--- src/design/touch_cfg_pkg.sv ---
// Package: register map, field layout and types of the touch reference/hop control block
package touch_cfg_pkg;
    localparam int          N_MODULES      = 4;
    localparam int          CAP_W          = 10;
    localparam int          HOP_W          = 3;
    localparam int          SLOT_W         = 2;
    // Register map: three word registers per module, module stride 0x10
    localparam logic [11:0] OFF_CAP_HIGH   = 12'h000;
    localparam logic [11:0] OFF_CAP_LOW    = 12'h004;
    localparam logic [11:0] OFF_FREQ_CTRL  = 12'h008;
    localparam int          MOD_STRIDE_LSB = 4;
    localparam logic [1:0]  HSIZE_WORD     = 2'h2;
    localparam logic [1:0]  HTRANS_NONSEQ  = 2'h2;
    // Field positions in module_freq_control
    localparam int          POS_DOUBLE     = 5;
    localparam int          POS_TEST       = 4;
    localparam int          POS_HOPSEL     = 3;
    localparam logic [7:0]  CTRL_MASK      = 8'h3F;
    localparam logic [7:0]  CAPH_MASK      = 8'h03;
    localparam logic [7:0]  RESET_BYTE     = 8'h00;
    // Capacitance scale: code * 50 pF / 1024
    localparam int          CAP_FULL_PF    = 50;
    localparam int          CAP_DIV        = 1024;
    localparam int          CAP_FF_W       = 16;

    typedef struct packed {
        logic             freqDoubleEn;
        logic             testOnlyBit;
        logic             hopCtrlSelect;
        logic [HOP_W-1:0] hopFreqSelect;
    } freq_ctrl_t;

    // Drive towards the analog oscillators of one module
    typedef struct packed {
        logic [CAP_W-1:0] refCapCode;
        logic [15:0]      refCapFf;    // Capacitance in femtofarads
        logic             keyDouble;
        logic             hopHw;
        logic [HOP_W-1:0] hopCode;
    } osc_drive_t;
endpackage

--- src/design/cap_slot_mem.sv ---
// Dedicated touch key data memory holding capacitor codes per module and slot
`timescale 1ns/10ps
`default_nettype none
module cap_slot_mem
    import touch_cfg_pkg::*;
#(
    parameter int WIDTH  = 10,
    parameter int ADDR_W = 4
) (
    input  wire logic              clk_sys,  // System clock
    input  wire logic              wrEn,     // Write strobe
    input  wire logic [ADDR_W-1:0] wrAddr,   // Write address
    input  wire logic [WIDTH-1:0]  wrData,   // Write data
    input  wire logic [ADDR_W-1:0] rdAddr,   // Read address
    output logic      [WIDTH-1:0]  rdData    // Registered read data
);
    logic [WIDTH-1:0] mem [2**ADDR_W];
    logic [WIDTH-1:0] rdData_ff;

    // No reset: contents are loaded by the scan side before use
    always_ff @(posedge clk_sys) begin
        if (wrEn) begin
            mem[wrAddr] <= wrData;
        end
        rdData_ff <= mem[rdAddr];
    end

    assign rdData = rdData_ff;
endmodule
`default_nettype wire

--- src/design/touch_ref_cap_and_hop_control.sv ---
// Top: per-module reference capacitor and hop control registers on AHB-Lite
`timescale 1ns/10ps
`default_nettype none
module touch_ref_cap_and_hop_control
    import touch_cfg_pkg::*;
#(
    parameter int NMOD = N_MODULES
) (
    input  wire logic                    clk_sys,     // 50 MHz system clock
    input  wire logic                    resetn,      // Async reset, low
    input  wire logic                    hsel,        // AHB slave select
    input  wire logic [31:0]             haddr,       // AHB address
    input  wire logic [1:0]              htrans,      // AHB transfer type
    input  wire logic                    hwrite,      // AHB write
    input  wire logic [2:0]              hsize,       // AHB size
    input  wire logic [31:0]             hwdata,      // AHB write data
    input  wire logic                    hready,      // AHB ready in
    output logic      [31:0]             hrdata,      // AHB read data
    output logic                         hreadyout,   // AHB ready out
    output logic                         hresp,       // AHB response
    input  wire logic                    autoScan,    // Auto scan mode
    input  wire logic                    slotEnd,     // Time slot end pulse
    input  wire logic [SLOT_W-1:0]       nextSlot,    // Slot about to start
    input  wire logic                    memWrEn,     // Data memory write
    input  wire logic [$clog2(NMOD)+SLOT_W-1:0] memWrAddr, // Memory address
    input  wire logic [CAP_W-1:0]        memWrData,   // Memory write data
    output osc_drive_t [NMOD-1:0]        oscDrive     // Oscillator controls
);
    localparam int MW = $clog2(NMOD);
    localparam int AW = MW + SLOT_W;
    // Code shown while hardware owns hopping; the hop sequence is outside
    localparam logic [HOP_W-1:0] HOP_NOMINAL = 3'h4;

    // Address phase decode
    logic             take;
    logic             takeRd;
    logic             takeInMap;
    logic [MW-1:0]    takeMod;
    logic [3:0]       takeReg;

    // Data phase of a write: address kept until the data arrives
    logic             pendWr_ff, nxt_pendWr;
    logic [11:0]      pendAddr_ff, nxt_pendAddr;
    logic             pendInMap;
    logic [MW-1:0]    pendMod;
    logic [3:0]       pendReg;

    // Read data register and the word each module offers
    logic [31:0]      hrdata_ff, nxt_hrdata;
    logic [31:0]      rdWord [NMOD];

    // Auto scan reload: memory answers one cycle after slot end
    logic             loadPend_ff, nxt_loadPend;
    logic [CAP_W-1:0] memRd [NMOD];

    // Address bits above 11 are not decoded, so the map repeats
    assign take      = hsel && hready && (htrans == HTRANS_NONSEQ);
    assign takeRd    = take && !hwrite;
    assign takeMod   = haddr[MOD_STRIDE_LSB +: MW];
    assign takeReg   = haddr[3:0];
    assign takeInMap = (haddr[11:MOD_STRIDE_LSB+MW] == '0)
                       && (int'(takeMod) < NMOD);
    assign pendMod   = pendAddr_ff[MOD_STRIDE_LSB +: MW];
    assign pendReg   = pendAddr_ff[3:0];
    assign pendInMap = (pendAddr_ff[11:MOD_STRIDE_LSB+MW] == '0)
                       && (int'(pendMod) < NMOD);

    always_comb begin
        nxt_pendWr   = take && hwrite;
        nxt_pendAddr = take ? haddr[11:0] : pendAddr_ff;
        nxt_hrdata   = hrdata_ff;
        if (takeRd) begin
            // Unmapped slots read as zero
            nxt_hrdata = 32'h0000_0000;
            if (takeInMap) begin
                nxt_hrdata = rdWord[takeMod];
            end
        end
    end

    always_ff @(posedge clk_sys or negedge resetn) begin
        if (!resetn) begin
            pendWr_ff   <= 1'b0;
            pendAddr_ff <= 12'h000;
            hrdata_ff   <= 32'h0000_0000;
        end else begin
            pendWr_ff   <= nxt_pendWr;
            pendAddr_ff <= nxt_pendAddr;
            hrdata_ff   <= nxt_hrdata;
        end
    end

    // nextSlot must be valid in the same cycle as slotEnd
    always_comb begin
        nxt_loadPend = autoScan && slotEnd;
    end

    always_ff @(posedge clk_sys or negedge resetn) begin
        if (!resetn) begin
            loadPend_ff <= 1'b0;
        end else begin
            loadPend_ff <= nxt_loadPend;
        end
    end

    // hrdata stands until the next read address phase
    assign hrdata    = hrdata_ff;
    // No wait states and no errors; hsize is not checked, all words
    assign hreadyout = 1'b1;
    assign hresp     = 1'b0;

    genvar g;
    generate
        for (g = 0; g < NMOD; g++) begin : g_mod
            logic [CAP_W-1:0] cap_ff, nxt_cap;
            freq_ctrl_t       ctrl_ff, nxt_ctrl;
            logic             memWrHere;
            logic             busWrHere;
            logic [15:0]      capFf;

            assign memWrHere = memWrEn && (memWrAddr[AW-1:SLOT_W] == MW'(g));
            assign busWrHere = pendWr_ff && pendInMap
                               && (pendMod == MW'(g));

            // Per-module slice of the data memory, indexed by slot
            cap_slot_mem #(
                .WIDTH  (CAP_W),
                .ADDR_W (SLOT_W)
            ) u_mem (
                .clk_sys (clk_sys),
                .wrEn    (memWrHere),
                .wrAddr  (memWrAddr[SLOT_W-1:0]),
                .wrData  (memWrData),
                .rdAddr  (nextSlot),
                .rdData  (memRd[g])
            );

            always_comb begin
                nxt_cap  = cap_ff;
                nxt_ctrl = ctrl_ff;
                if (loadPend_ff) begin
                    nxt_cap = memRd[g];
                end
                // Software write lands after a reload in the same cycle
                if (busWrHere) begin
                    case (pendReg)
                        OFF_CAP_HIGH[3:0]: begin
                            nxt_cap[9:8] = hwdata[1:0];
                        end
                        OFF_CAP_LOW[3:0]: begin
                            nxt_cap[7:0] = hwdata[7:0];
                        end
                        // Test-only bit is stored and read back, drives nothing
                        OFF_FREQ_CTRL[3:0]: begin
                            nxt_ctrl = freq_ctrl_t'(hwdata[5:0]);
                        end
                        default: ;
                    endcase
                end
            end

            // Each module owns its copy; nothing is shared between modules
            always_ff @(posedge clk_sys or negedge resetn) begin
                if (!resetn) begin
                    cap_ff  <= '0;
                    ctrl_ff <= freq_ctrl_t'(RESET_BYTE[5:0]);
                end else begin
                    cap_ff  <= nxt_cap;
                    ctrl_ff <= nxt_ctrl;
                end
            end

            // Built from the next values, so a read right behind a write
            // returns the data just written
            always_comb begin
                rdWord[g] = 32'h0000_0000;
                case (takeReg)
                    OFF_CAP_HIGH[3:0]: begin
                        rdWord[g] = {24'h0, 6'h00, nxt_cap[9:8]};
                    end
                    OFF_CAP_LOW[3:0]: begin
                        rdWord[g] = {24'h0, nxt_cap[7:0]};
                    end
                    OFF_FREQ_CTRL[3:0]: begin
                        rdWord[g] = {24'h0, 2'h0, nxt_ctrl};
                    end
                    default: begin
                        rdWord[g] = 32'h0000_0000;
                    end
                endcase
            end

            // Femtofarads: code * 50000 / 1024, kept to 16 bits
            assign capFf = 16'((32'(cap_ff) * 32'(CAP_FULL_PF) * 32'd1000)
                               / 32'(CAP_DIV));

            always_comb begin
                oscDrive[g].refCapCode = cap_ff;
                oscDrive[g].refCapFf   = capFf;
                oscDrive[g].keyDouble  = ctrl_ff.freqDoubleEn;
                oscDrive[g].hopHw      = ctrl_ff.hopCtrlSelect;
                // Code passes straight through while hopCtrlSelect is 0: 000 min, 100 nominal, 111 max
                oscDrive[g].hopCode    = ctrl_ff.hopFreqSelect;
                if (ctrl_ff.hopCtrlSelect) begin
                    oscDrive[g].hopCode = HOP_NOMINAL;
                end
            end
        end
    endgenerate
endmodule
`default_nettype wire

--- config.mk ---
export PLATFORM = sky130hd
export DESIGN_NAME = touch_ref_cap_and_hop_control
export DESIGN_NICKNAME = d
export VERILOG_FILES = /design/src/design/touch_cfg_pkg.sv /design/src/design/cap_slot_mem.sv /design/src/design/touch_ref_cap_and_hop_control.sv
export SDC_FILE = /design/constraint.sdc
export NUM_CORES = 1
export LEC_CHECK = 0
export ABC_AREA = 1
export BUFFER_PORTS_ARGS = -buffer_cell sky130_fd_sc_hd__buf_2
export CAP_MARGIN = 20
export CELL_PAD_IN_SITES_DETAIL_PLACEMENT = 1
export CELL_PAD_IN_SITES_GLOBAL_PLACEMENT = 2
export CORE_MARGIN = 4
export CORE_UTILIZATION = 25
export DETAILED_ROUTE_END_ITERATION = 16
export GPL_TIMING_DRIVEN = 0
export PLACE_DENSITY_LB_ADDON = 0.15
export RECOVER_POWER = 100
export SYNTH_ARGS = -nofsm -noshare
export SYNTH_HDL_FRONTEND = slang
export SYNTH_HIERARCHICAL = 1
export SYNTH_SLANG_ARGS = --single-unit
--- constraint.sdc ---
create_clock -name clk_sys -period 18.2 [get_ports clk_sys]
set_clock_uncertainty 0.1 [all_clocks]
set_input_delay 3.64 -clock clk_sys [delete_from_list [all_inputs] [get_ports clk_sys]]
set_output_delay 3.64 -clock clk_sys [all_outputs]
set_load 0.05 [all_outputs]
==> impl_summary.txt <==
----------------------------------------------------
[Status]
  Result of the run ... finished, violations left
  Violations in the final reports ... capacitance limit, slew limit

[Synthesis]
  Dominant synthesized flop cell ... sky130_fd_sc_hd__edfxtp_1
  EDFF count, synth ... 160
  Async S/R FF share, synth ... 0.301
  Leading cell types by total area after synthesis ... sky130_fd_sc_hd__edfxtp_1 (18%), sky130_fd_sc_hd__fa_1 (15%), sky130_fd_sc_hd__ha_1 (15%)
  Count of state elements after synthesis ... 286
  Adder-Cell Fraction of Synth Area ... 0.301
  Number of warnings issued by yosys ... 6
  Synthesized instance count ... 3179
  Mean instance size in the synthesized netlist ... 8.46 um2
  Cell type with the largest total area after synthesis ... sky130_fd_sc_hd__edfxtp_1
  Synth top area share ... 0.179
  Simple-Gate Fraction of Synth Area ... 0.180
  Post-synthesis xor/xnor area fraction ... 0.0388
  Count of distinct cell types in the synthesized netlist ... 59
  Share of the synthesized area in compound gates (AO/OA/AOI/OAI) ... 0.0588
  Multiplexer area fraction after synthesis ... 0.00372
  Main combinational cell family by area after synthesis ... adder cells
  Post-synthesis sequential area ratio ... 0.288
  Mapped cell area ... 26900 um2

[Finish]
  Number of antenna cells inserted ... 0
  Area growth, synth to finish ... 13.1%
  # fillers ... 12820
  Post-layout net count ... 4036
  Final instance count without filler cells ... 4846
  Flip-flop and latch area ... 7760 um2
  Share of final-layout standard cells stronger than drive strength 1 ... 0.0616
  Multi-input logic area ... 15700 um2

[Worst hold path]
  Number of stages on the worst hold path ... 2
  Min-delay worst type ... reg2reg

[Clocking]
  Post-CTS Setup Inserts ... 0
  Clock root cell ... sky130_fd_sc_hd__clkbuf_16
  H-Tree Level Count ... 1
  Insertion delay of the later-clocked pin in the worst-skew pair ... 0.62 ns
  Clk buf depth ... 3
  Number of sinks handled by clock tree synthesis ... 286
  Cts repair resizes ... 0
  Clock-pin slew on the worst setup and hold paths ... 0.07 ns
  Number of buffers inserted by hold repair at cts ... 0
  Number of buffers created by CTS ... 31
  TritonCTS clock tree ... yes

[Critical path]
  Crit path DAT ... 8.23 ns
  Required time of the critical path ... 14.46 ns
  Total number of cells along the worst setup path ... 25
  Worst path slowest cell ... sky130_fd_sc_hd__dfrtp_1
  Kind of cell with the highest combined delay on the critical path ... adder cells
  Worst setup EP type ... output pin
  Number of buffers and inverters on the critical path ... 6
  Max Fanout on Critical Path ... 5
  Worst path max stage delay ... 0.59 ns
  R2r worst-path depth ... 9
  Setup crit start kind ... flip-flop
  WS Path Type ... reg2out

[Floorplanning]
  Starting Density ... 0.252
  Die height ... 336 um
  Core area ... 107000 um2
  Placement row count ... 120
  Die outline area ... 113000 um2
  Chip width ... 336 um
  I/O pins ... 251

[Place]
  Final RePlAce weighted congestion ... 0.761
  Post-DP HPWL ... 69000 um
  Post-placement setup slack ... 6.96 ns
  Inst Count DP ... 4788
  Count of buffers from port buffering ... 176

[GRT]
  Antenna violations before repair ... 8
  Overall track demand over capacity in global routing ... 0.148
  Maximum number of pins on one net before global-route repair ... 45
  Leftover overflow at the end of global routing ... 0
  Via count of the first global-routing pass ... 21300
  Wire length of the first global-routing pass ... 130000 um

[STA]
  Post-route setup TNS ... 0 ns
  Count of final hold-check violations ... 0
  Max-Slew Margin vs Limit ... -0.879
  RSZ-0062 raised after global routing ... no
  Final period demand of the worst path ... 11.97 ns
  Final count of negative-setup-slack endpoints ... 0
  Least-Margin Pin Slew ... 2.82 ns
  Crit path setup slack, layout ... 6.23 ns
  Ratio of final minimum period to clock period ... 0.657
  Max Freq ... 0.0836 GHz
  Final slew viol count ... 166

[Routing]
  WL/cell ... 17.3 um
  Number of design rule violations left after detail routing ... 0
  Total detailed-routing wirelength ... 84000 um
  Drt first-iter violations ... 704
  Via density ... 4.21
  Detailed-routing iteration count for the pre-antenna-repair pass ... 5
  Via count of the routed design ... 20422
  Final ANT Viol Nets ... 0

[Run]
  # Max-Cap Violations ... 10

----------------------------------------------------
registers in the layout, summed over array words and instances (netlist names):
register	flops
g_mod.u_mem/mem	160
g_mod.cap_ff	40
g_mod.u_mem/rdData	40
g_mod.ctrl_ff	16
pendAddr_ff	12
hrdata	8
oscDrive	8
loadPend_ff	1
pendWr_ff	1
path summary, 6_finish.rpt:
path,from,endpoint,slack (ns)
worst min-delay path,hrdata[5],hrdata[5],0.38
min in group asynchronous,resetn,oscDrive[34],3.71
max in group asynchronous,resetn,loadPend_ff,10.67
worst min register to register,hrdata[5],hrdata[5],0.38
worst max register to register,pendAddr_ff[1],hrdata[7],15.48
worst max-delay path,g_mod[0].cap_ff[6],oscDrive[19],6.23
layout make-up:
| type | instances | share of cell area |
|---|---|---|
| multi-input combinational | 2080 | 0.517 |
| sequential | 286 | 0.255 |
| timing repair buffer | 182 | 0.0234 |
| tap | 1403 | 0.0577 |
| clock buffer | 43 | 0.0290 |
| clock inverter | 15 | 0.00403 |
| inverter | 749 | 0.0925 |
| buffer | 88 | 0.0217 |
layer usage:
metal | vias to the layer above | global-route usage | part of all wire
met2 | 213 | 0.232 | 0.43
met1 | 9815 | 0.229 | 0.53
met5 | - | 0 | 0
met3 | 50 | 0.0154 | 0.026
met4 | 0 | 0.0109 | 0.0085
li1 | 10344 | - | -
worst reg2reg max path: stages, from the launching register on:
cell and delay [ns]:
sky130_fd_sc_hd__dfrtp_1 0.38, sky130_fd_sc_hd__nor2_1 0.25, sky130_fd_sc_hd__buf_4 0.24, sky130_fd_sc_hd__nand2_1 0.28, sky130_fd_sc_hd__nor2_1 0.41, sky130_fd_sc_hd__inv_1 0.13, sky130_fd_sc_hd__o21ai_0 0.45, sky130_fd_sc_hd__o211ai_1 0.18
sky130_fd_sc_hd__nand3_1 0.13, sky130_fd_sc_hd__nand2_1 0.06
Yosys cell counts (all sizes together) (2+ instances only):
cell / instances
or2: 2
dfrtp: 86
o21bai: 13
inv: 741
nor4: 5
a21oi: 115
o21a: 13
nand4: 29
nor2: 87
dfxtp: 40
clkbuf: 6
o2111ai: 3
o31ai: 2
a21boi: 3
fa: 202
xnor2: 30
a31o: 5
a22oi: 2
nand2: 747
a21o: 8
clkinv: 8
nor3: 34
xor2: 84
o21ai: 87
a31oi: 2
and2: 7
ha: 323
nand3: 217
mux2i: 10
o22ai: 15
conb: 2
a211oi: 6
edfxtp: 160
buf: 82
placed cells by master (no fill, tap or decap), drive strengths merged, types with 10 or more instances in the layout:
cell and instances:
edfxtp 160, inv 743, mux2i 10, a21oi 115, buf 104, nor3 34
nand4 29, dfxtp 40, nand2 747, nand3 217, nor2 87, o21a 13
clkbuf 209, o21bai 13, conb 26, xnor2 30, o21ai 87, ha 323
o22ai 15, clkinv 17, fa 202, xor2 84, dfrtp 86
kinds of logic after synthesis:
group / after synthesis
flip-flops: 286
adder cells (fa/ha/maj): 525
AO/OA/AOI/OAI: 276
AND/OR/NAND/NOR: 1129
multiplexers: 10
other: 2
XOR/XNOR: 114
buffers and inverters: 837
stage by stage:
step	instance area, um2	utilization	hold WS (ns)
floorplan	27000	-	0.363
global route	30400	0.285	0.421
CTS	30800	0.288	0.383
finish	30400	0.285	0.381
global placement	29600	0.277	0.363
detailed placement	29800	0.278	0.367
Power is left out: the tool's default activity adds up to more than one toggle a clock period on the data nets, which glitch-free logic cannot reach.
